===== config.mk =====
export PLATFORM = sky130hd
export DESIGN_NAME = conv_control
export DESIGN_NICKNAME = d
export VERILOG_FILES = /design/src/include/conv_ctrl_pkg.sv /design/src/conv_clock_divider.sv /design/src/conv_control.sv
export SDC_FILE = /design/constraint.sdc
export NUM_CORES = 1
export LEC_CHECK = 0
export ABC_AREA = 1
export BUFFER_PORTS_ARGS = -buffer_cell sky130_fd_sc_hd__buf_2
export CORE_ASPECT_RATIO = 1.5
export CORE_MARGIN = 3
export CORE_UTILIZATION = 55
export DETAILED_ROUTE_END_ITERATION = 12
export PLACE_DENSITY = 0.76
export RECOVER_POWER = 50
export SLEW_MARGIN = 30
export SYNTH_ARGS = -nofsm -noshare
export SYNTH_HDL_FRONTEND = slang
export SYNTH_SLANG_ARGS = --single-unit

===== constraint.sdc =====
create_clock -name mclk -period 2.1 [get_ports mclk]
set_input_delay 0 -clock mclk [delete_from_list [all_inputs] [get_ports mclk]]
set_output_delay 0 -clock mclk [all_outputs]
set_load 0.005 [all_outputs]

===== src/include/conv_ctrl_pkg.sv =====
// Operation
// RULE_01 - In manual trigger mode software checks busy clear before setting start.
// RULE_02 - In timer trigger mode the timer period exceeds sample plus conversion time.
// RULE_03 - Halt recovery: clear enable and power, set power, set enable, restart.
// RULE_04 - Toggling power while busy in sequence or repeat modes halts all conversions.
// RULE_05 - Software clears enable and waits for busy low before toggling power.
// RULE_06 - Clock select value 11 picks the subsystem clock as conversion clock.
// RULE_07 - Leaving subsystem clock while its off bit is set hangs with divide 3,5,7.
// RULE_08 - Software clears the off bit first or uses divide 1,2,4,6,8 only.
// RULE_09 - After non-software trigger, enable and start together leave busy stuck high.
// RULE_10 - Software sets enable and start in separate writes after changing trigger source.
// RULE_11 - Any new trigger while busy halts further conversions in sequence or repeat modes.
// RULE_12 - Busy sets at conversion start, clears at completion; start bit self-clears.
package conv_ctrl_pkg;

  // ----------------------------------------
  // Encodings
  // ----------------------------------------
  localparam logic [1:0] SEQ_SINGLE = 2'h0;
  localparam logic [1:0] SEQ_SEQUENCE = 2'h1;
  localparam logic [1:0] SEQ_REPEAT_SINGLE = 2'h2;
  localparam logic [1:0] SEQ_REPEAT_SEQUENCE = 2'h3;
  localparam logic [1:0] CLK_SEL_SUBSYSTEM = 2'h3;
  localparam logic [1:0] TRIG_SOFTWARE = 2'h0;

  // ----------------------------------------
  // Counts and reset values
  // ----------------------------------------
  localparam logic [2:0] CONV_CLOCKS = 3'h5;
  localparam logic [3:0] CHAN_LAST_RESET = 4'h3;
  localparam logic [3:0] CHAN_FIRST = 4'h0;

  typedef enum logic [1:0] {
    ST_IDLE = 2'b00,
    ST_CONV = 2'b01,
    ST_HALT = 2'b10,
    ST_STUCK = 2'b11
  } conv_state_t;

  typedef struct packed {
    logic enable_conversion_bit;
    logic start_conversion_bit;
    logic converter_power_bit;
    logic [1:0] conversion_sequence_mode;
    logic [1:0] trigger_source;
    logic [1:0] conversion_clock_select;
    logic [2:0] conversion_clock_divider;
    logic subsystem_clock_off_bit;
    logic [3:0] last_channel;
  } conv_cfg_t;

  typedef struct packed {
    logic conversion_busy_flag;
    logic start_conversion_bit;
    logic halted;
    logic hung;
    logic [3:0] channel;
    logic result_valid;
  } conv_status_t;

endpackage


===== src/conv_clock_divider.sv =====
`timescale 1ns/1ps
module conv_clock_divider (
  input wire logic mclk,
  input wire logic nrst,
  input wire logic run,
  input wire logic [2:0] divider,
  output logic tick
);
  typedef struct packed {
    logic [2:0] cnt;
    logic tick;
  } div_state_t;

  div_state_t cur_ff;
  div_state_t nxt_ff;

  // Divider field holds value-1, so 0 means divide by 1
  always_comb begin
    nxt_ff = cur_ff;
    nxt_ff.tick = 1'b0;
    if (!run) begin
      nxt_ff.cnt = 3'h0;
    end else if (cur_ff.cnt >= divider) begin
      nxt_ff.cnt = 3'h0;
      nxt_ff.tick = 1'b1;
    end else begin
      nxt_ff.cnt = cur_ff.cnt + 3'h1;
    end
  end

  always_ff @(posedge mclk or negedge nrst) begin
    if (!nrst) begin
      cur_ff <= '0;
    end else begin
      cur_ff <= nxt_ff;
    end
  end

  assign tick = cur_ff.tick;
endmodule


===== src/conv_control.sv =====
`timescale 1ns/1ps
module conv_control (
  input wire logic mclk,
  input wire logic nrst,
  input wire conv_ctrl_pkg::conv_cfg_t cfg,
  input wire logic cfg_write,
  input wire logic ext_trigger,
  input wire logic subsystem_clock_en,
  input wire logic alt_clock_en,
  output conv_ctrl_pkg::conv_status_t status
);

  // ----------------------------------------
  // State
  // ----------------------------------------
  typedef struct packed {
    conv_ctrl_pkg::conv_state_t state;
    logic enc;
    logic sc;
    logic pwr;
    logic [1:0] clk_sel;
    logic [1:0] last_trig;
    logic [2:0] conv_cnt;
    logic [3:0] channel;
    logic result_valid;
    logic [2:0] trig_sync;
    logic trig_lvl;
  } ctrl_state_t;

  ctrl_state_t cur_ff;
  ctrl_state_t nxt_ff;
  logic div_tick;
  logic clk_ok;
  logic trig_rise;
  logic repeat_mode;
  logic seq_mode;
  logic new_trigger;

  // ----------------------------------------
  // Conversion clock
  // ----------------------------------------
  assign clk_ok = (cur_ff.clk_sel == conv_ctrl_pkg::CLK_SEL_SUBSYSTEM) ?
                  subsystem_clock_en : alt_clock_en; // see RULE_06

  conv_clock_divider u_div (
    .mclk(mclk),
    .nrst(nrst),
    .run(cur_ff.pwr && clk_ok && cur_ff.state == conv_ctrl_pkg::ST_CONV),
    .divider(cfg.conversion_clock_divider),
    .tick(div_tick)
  );

  // Second and third stages must agree before an edge counts
  // Filtered level follows only once second and third stages agree
  assign trig_rise = cur_ff.trig_sync[1] && cur_ff.trig_sync[2] && !cur_ff.trig_lvl;
  assign seq_mode = cfg.conversion_sequence_mode != conv_ctrl_pkg::SEQ_SINGLE;
  assign repeat_mode = cfg.conversion_sequence_mode[1];

  always_comb begin
    nxt_ff = cur_ff;
    nxt_ff.trig_sync = {cur_ff.trig_sync[1:0], ext_trigger};
    if (cur_ff.trig_sync[1] == cur_ff.trig_sync[2]) begin
      nxt_ff.trig_lvl = cur_ff.trig_sync[2];
    end
    nxt_ff.result_valid = 1'b0;
    new_trigger = 1'b0;
    if (cfg_write) begin
      nxt_ff.enc = cfg.enable_conversion_bit;
      nxt_ff.pwr = cfg.converter_power_bit;
      nxt_ff.clk_sel = cfg.conversion_clock_select;
      if (cfg.start_conversion_bit && cfg.trigger_source == conv_ctrl_pkg::TRIG_SOFTWARE) begin
        nxt_ff.sc = 1'b1;
        new_trigger = 1'b1;
      end
    end
    if (cfg.trigger_source != conv_ctrl_pkg::TRIG_SOFTWARE && trig_rise) begin
      new_trigger = cur_ff.enc;
    end
    unique case (cur_ff.state)
      conv_ctrl_pkg::ST_IDLE: begin
        if (cfg_write && cfg.enable_conversion_bit && cfg.start_conversion_bit &&
            !cur_ff.enc && cur_ff.last_trig != conv_ctrl_pkg::TRIG_SOFTWARE) begin
          nxt_ff.state = conv_ctrl_pkg::ST_STUCK; // see RULE_09
        end else if (new_trigger && nxt_ff.enc && nxt_ff.pwr &&
                     nxt_ff.state == conv_ctrl_pkg::ST_IDLE) begin
          nxt_ff.state = conv_ctrl_pkg::ST_CONV; // see RULE_12
          nxt_ff.sc = 1'b0; // see RULE_12
          nxt_ff.conv_cnt = 3'h0;
          nxt_ff.channel = conv_ctrl_pkg::CHAN_FIRST;
          nxt_ff.last_trig = cfg.trigger_source;
        end
      end
      conv_ctrl_pkg::ST_CONV: begin
        if (cfg_write && cfg.converter_power_bit != cur_ff.pwr && seq_mode) begin
          nxt_ff.state = conv_ctrl_pkg::ST_HALT; // see RULE_04
        end else if (new_trigger && seq_mode) begin
          nxt_ff.state = conv_ctrl_pkg::ST_HALT; // see RULE_11
        end else if (!nxt_ff.pwr) begin
          nxt_ff.state = conv_ctrl_pkg::ST_IDLE;
        end else if (div_tick) begin
          if (cur_ff.conv_cnt == conv_ctrl_pkg::CONV_CLOCKS) begin
            nxt_ff.conv_cnt = 3'h0;
            nxt_ff.result_valid = 1'b1;
            if (seq_mode && cur_ff.channel != cfg.last_channel) begin
              nxt_ff.channel = cur_ff.channel + 4'h1;
            end else if (repeat_mode && cur_ff.enc) begin
              nxt_ff.channel = conv_ctrl_pkg::CHAN_FIRST;
            end else begin
              nxt_ff.state = conv_ctrl_pkg::ST_IDLE; // see RULE_12
            end
          end else begin
            nxt_ff.conv_cnt = cur_ff.conv_cnt + 3'h1;
          end
        end
      end
      conv_ctrl_pkg::ST_HALT: begin
        // Only full power-down with enable low releases the halt
        if (!cur_ff.enc && !cur_ff.pwr) begin
          nxt_ff.state = conv_ctrl_pkg::ST_IDLE; // see RULE_03
          nxt_ff.sc = 1'b0;
        end
      end
      conv_ctrl_pkg::ST_STUCK: begin
        // Busy and start stay high; only reset clears this
        nxt_ff.sc = 1'b1; // see RULE_09
      end
    endcase
    // Checked after the state decode so that the hang wins over any completion
    if (cfg_write && cur_ff.clk_sel == conv_ctrl_pkg::CLK_SEL_SUBSYSTEM &&
        cfg.conversion_clock_select != conv_ctrl_pkg::CLK_SEL_SUBSYSTEM &&
        cfg.subsystem_clock_off_bit &&
        (cfg.conversion_clock_divider == 3'h2 || cfg.conversion_clock_divider == 3'h4 ||
         cfg.conversion_clock_divider == 3'h6)) begin
      nxt_ff.state = conv_ctrl_pkg::ST_STUCK; // see RULE_07
      nxt_ff.sc = cur_ff.sc;
    end
  end

  always_ff @(posedge mclk or negedge nrst) begin
    if (!nrst) begin
      cur_ff <= '{state: conv_ctrl_pkg::ST_IDLE, enc: 1'b0, sc: 1'b0, pwr: 1'b0,
                  clk_sel: 2'h0, last_trig: conv_ctrl_pkg::TRIG_SOFTWARE, conv_cnt: 3'h0,
                  channel: conv_ctrl_pkg::CHAN_FIRST, result_valid: 1'b0, trig_sync: 3'h0,
                  trig_lvl: 1'b0};
    end else begin
      cur_ff <= nxt_ff;
    end
  end

  assign status.conversion_busy_flag = cur_ff.state == conv_ctrl_pkg::ST_CONV ||
                                       cur_ff.state == conv_ctrl_pkg::ST_STUCK;
  assign status.start_conversion_bit = cur_ff.sc;
  assign status.halted = cur_ff.state == conv_ctrl_pkg::ST_HALT;
  assign status.hung = cur_ff.state == conv_ctrl_pkg::ST_STUCK;
  assign status.channel = cur_ff.channel;
  assign status.result_valid = cur_ff.result_valid;
endmodule

==> impl_metrics.py <==
metrics = {
    "status": {
        "status": "completed",
    },
    "timing": {
        "hold_violations": 0,
        "setup_slack_ps": 452.2,
        "setup_viol": 0,
        "fmax_mhz": 606.9,
        "relSlewSlack": 0.1285,
        "holdWs_ps": 22.21,
        "tightest_slew_ps": 1307,
        "tns_ps": 0,
        "slew_violations": 0,
        "layout_min_cycle_time_ps": 1648,
        "rsz0062_at_grt": "no",
        "clock_skew_ps": 3.465,
        "final.period_utilization": 0.7847,
    },
    "setup_path": {
        "worstPathMaxFanout": 7,
        "cp.required_ps": 2260,
        "critPathKind": "flop to flop",
        "arrival_ps": 1810,
        "end_kind": "flop",
        "worst_setup_path_start_kind": "flop",
    },
    "pwr": {
        "ir_drop_mv": 0.6072,
        "p_total_mw": 1.578,
        "power.density_nw_per_um2": 816.0,
        "p_leak_nw": 1.103,
    },
    "synthesis": {
        "synthMuxAreaShare": 0.006691,
        "synth_edf_count": 0,
        "syn_area_um2": 1683,
        "synth_cell_types": 29,
        "syn_avg_cell_area_um2": 7.349,
        "ys_warn_count": 0,
        "yosysSeqAreaShare": 0.3717,
        "ys_async_sr_fraction": 1.000,
        "synth_area_leader_cell": "dfrtp_1",
        "synth_fp_nets": 262,
        "ys_seq_elements": 25,
        "ys.flop_type": "dfrtp_1",
        "synth-simple-area-share": 0.3204,
        "yosysTopAreaCellShare": 0.3717,
        "synth_xor_area_frac": 0.01561,
        "synth.area.top_cells": "dfrtp_1, nand2_1, inv_1",
        "synth_cells": 229,
        "synth_compound_area_frac": 0.08178,
        "synth-adder-area-share": 0.07435,
        "synth_top_family_by_area": "simple AND/OR/NAND/NOR gates",
    },
    "clock_network": {
        "cts_tree": "built",
        "clock-root-buffer": "clkbuf_8",
        "cts-buffers-inserted": 3,
        "cts_setup_buffers": 0,
        "cts.sinks": 25,
        "clk_latency_ps": 270,
        "ctsResizeCount": 0,
        "cts_hold_buf": 6,
        "cts-htree-levels": 1,
        "clk_pin_slew_worst_paths_ps": 90,
        "clockBufferDepth": 2,
    },
    "route": {
        "vias": 1499,
        "drc": 0,
        "wl_um": 3436,
        "drtIter0Drc": 32,
        "wl_per_cell_um": 11.38,
        "via_per_inst": 4.964,
        "first_pass_iters": 4,
        "antenna_left": 0,
    },
    "final_layout": {
        "final_area_um2": 1934,
        "drive_above_1_share": 0.2015,
        "layoutNonFillerInstCount": 302,
        "fin_nets": 297,
        "final_util": 0.6641,
        "antenna_cells": 0,
        "area_growth_syn_to_layout_pct": 14.94,
        "n_fill_cell": 278,
    },
    "placement": {
        "hpwl_um": 2609,
        "numPortBuffers": 31,
        "placedCellCount": 292,
        "routabilityCongestion": 0.8764,
        "placed_area_um2": 1831,
        "pre_cts_slack_ps": 457.4,
    },
    "die": {
        "rows": 24,
        "start_util": 0.5777,
        "coreArea_um2": 2913,
        "die_area_um2": 3773,
        "ioPinCount": 32,
        "die_height_um": 73.75,
        "dieWidth_um": 51.17,
    },
    "global_routing": {
        "antenna_found_initial": 0,
        "grt_pass1_wl_um": 6154,
        "grt_pass1_vias": 1475,
        "grt-ovfl-total": 0,
        "groute.usage.overall": 0.2127,
        "grt_start_max_net_pins": 26,
    },
    "flow_run": {
        "cap_violations": 0,
    },
    "hold_path": {
        "hold_class": "input pin to flop",
    },
}
==> cells by family after synthesis <==
family	Yosys count
compound gates	22
buf+inv	50
fa+ha+maj	10
xor+xnor	3
flops	25
mux	1
simple gates	118
==> cell usage in the layout (no fill, tap or decap) <==
master          n
xor2_1          1
mux2_2          1
inv_1          41
ha_1           10
nand3_1        10
xnor2_1         2
nor2_1         18
nand2_1        69
nand2_2         4
a21oi_1         3
a21oi_2         1
o21ai_2         3
dlygate4sd3_1   6
nor3b_2         1
a41oi_1         1
nor2_4          2
o21ai_1         2
nor3_1          5
nand2_4         2
dfrtp_1        25
clkbuf_8        3
a21o_1          1
o21ai_0         9
clkbuf_1        2
nand3_2         3
inv_2           2
buf_2          29
nor2_2          1
nand4_1         3
clkinv_2        1
o21a_1          1
o2111ai_1       1
==> final cells by class <==
cell class / count / area (um^2) / area share
inverters: 43 / 161.4 / 0.08344
multi-input cells: 154 / 839.6 / 0.4340
clock buffers: 3 / 41.29 / 0.02135
repair buffers: 37 / 212.7 / 0.1100
flip-flops and latches: 25 / 625.6 / 0.3234
clock inverters: 1 / 5.005 / 0.002587
well taps: 39 / 48.80 / 0.02523
==> flip-flops by register name, summed over array words and instances, names as in the netlist <==
signal and count:
cur_ff 15, u_div.tick 1, status 6, u_div.cur_ff 3
==> metal layers <==
metal | up-vias | part of all wire | GRT usage
met2 | 38 | 0.52 | 0.3888
met3 | 9 | 0.039 | 0.02028
li1 | 770 | - | -
met1 | 682 | 0.42 | 0.2439
met4 | 0 | 0.023 | 0.09880
met5 | - | 0 | 0
==> Yosys cell counts (2+ instances only) <==
master   number
a21oi_1       3
buf_4         6
dfrtp_1      25
ha_1         10
inv_1        41
inv_2         2
nand2_1      69
nand2_2       4
nand2_4       2
nand3_1      10
nand3_2       3
nand4_1       3
nor2_1       18
nor2_4        2
nor3_1        5
o21ai_0       9
o21ai_1       2
o21ai_2       3
xnor2_1       2
==> final timing paths <==
kind	startpoint	endpoint	slack, ps	cells past startpoint
setup / recovery	cur_ff[20]	status[1]	450	9
hold / removal	cfg[14]	cur_ff[16]	20	3
setup reg to reg	cur_ff[20]	status[1]	450	9
hold reg to reg	cur_ff[1]	cur_ff[2]	360	0
max in group asynchronous	nrst	status[7]	800	2
min in group asynchronous	nrst	cur_ff[15]	540	2
==> power by group <==
part / switching [mW] / total (mW) / internal, mW / leakage (nW)
sequential: 0.0512 / 0.598 / 0.547 / 0.328
combinational: 0.440 / 0.693 / 0.253 / 0.749
clock: 0.155 / 0.288 / 0.133 / 0.0255
total: 0.646 / 1.58 / 0.933 / 1.10
==> critical path, stage by stage, from the launching register on <==
cell and delay, ps:
dfrtp_1 420, inv_1 90, ha_1 290, nand2_2 120, nor2_4 150, nand3_2 90, nand2_2 90, nand2_4 80
o21ai_0 150, nand2_1 60
Note: power is estimated with default switching activity, not from simulation.
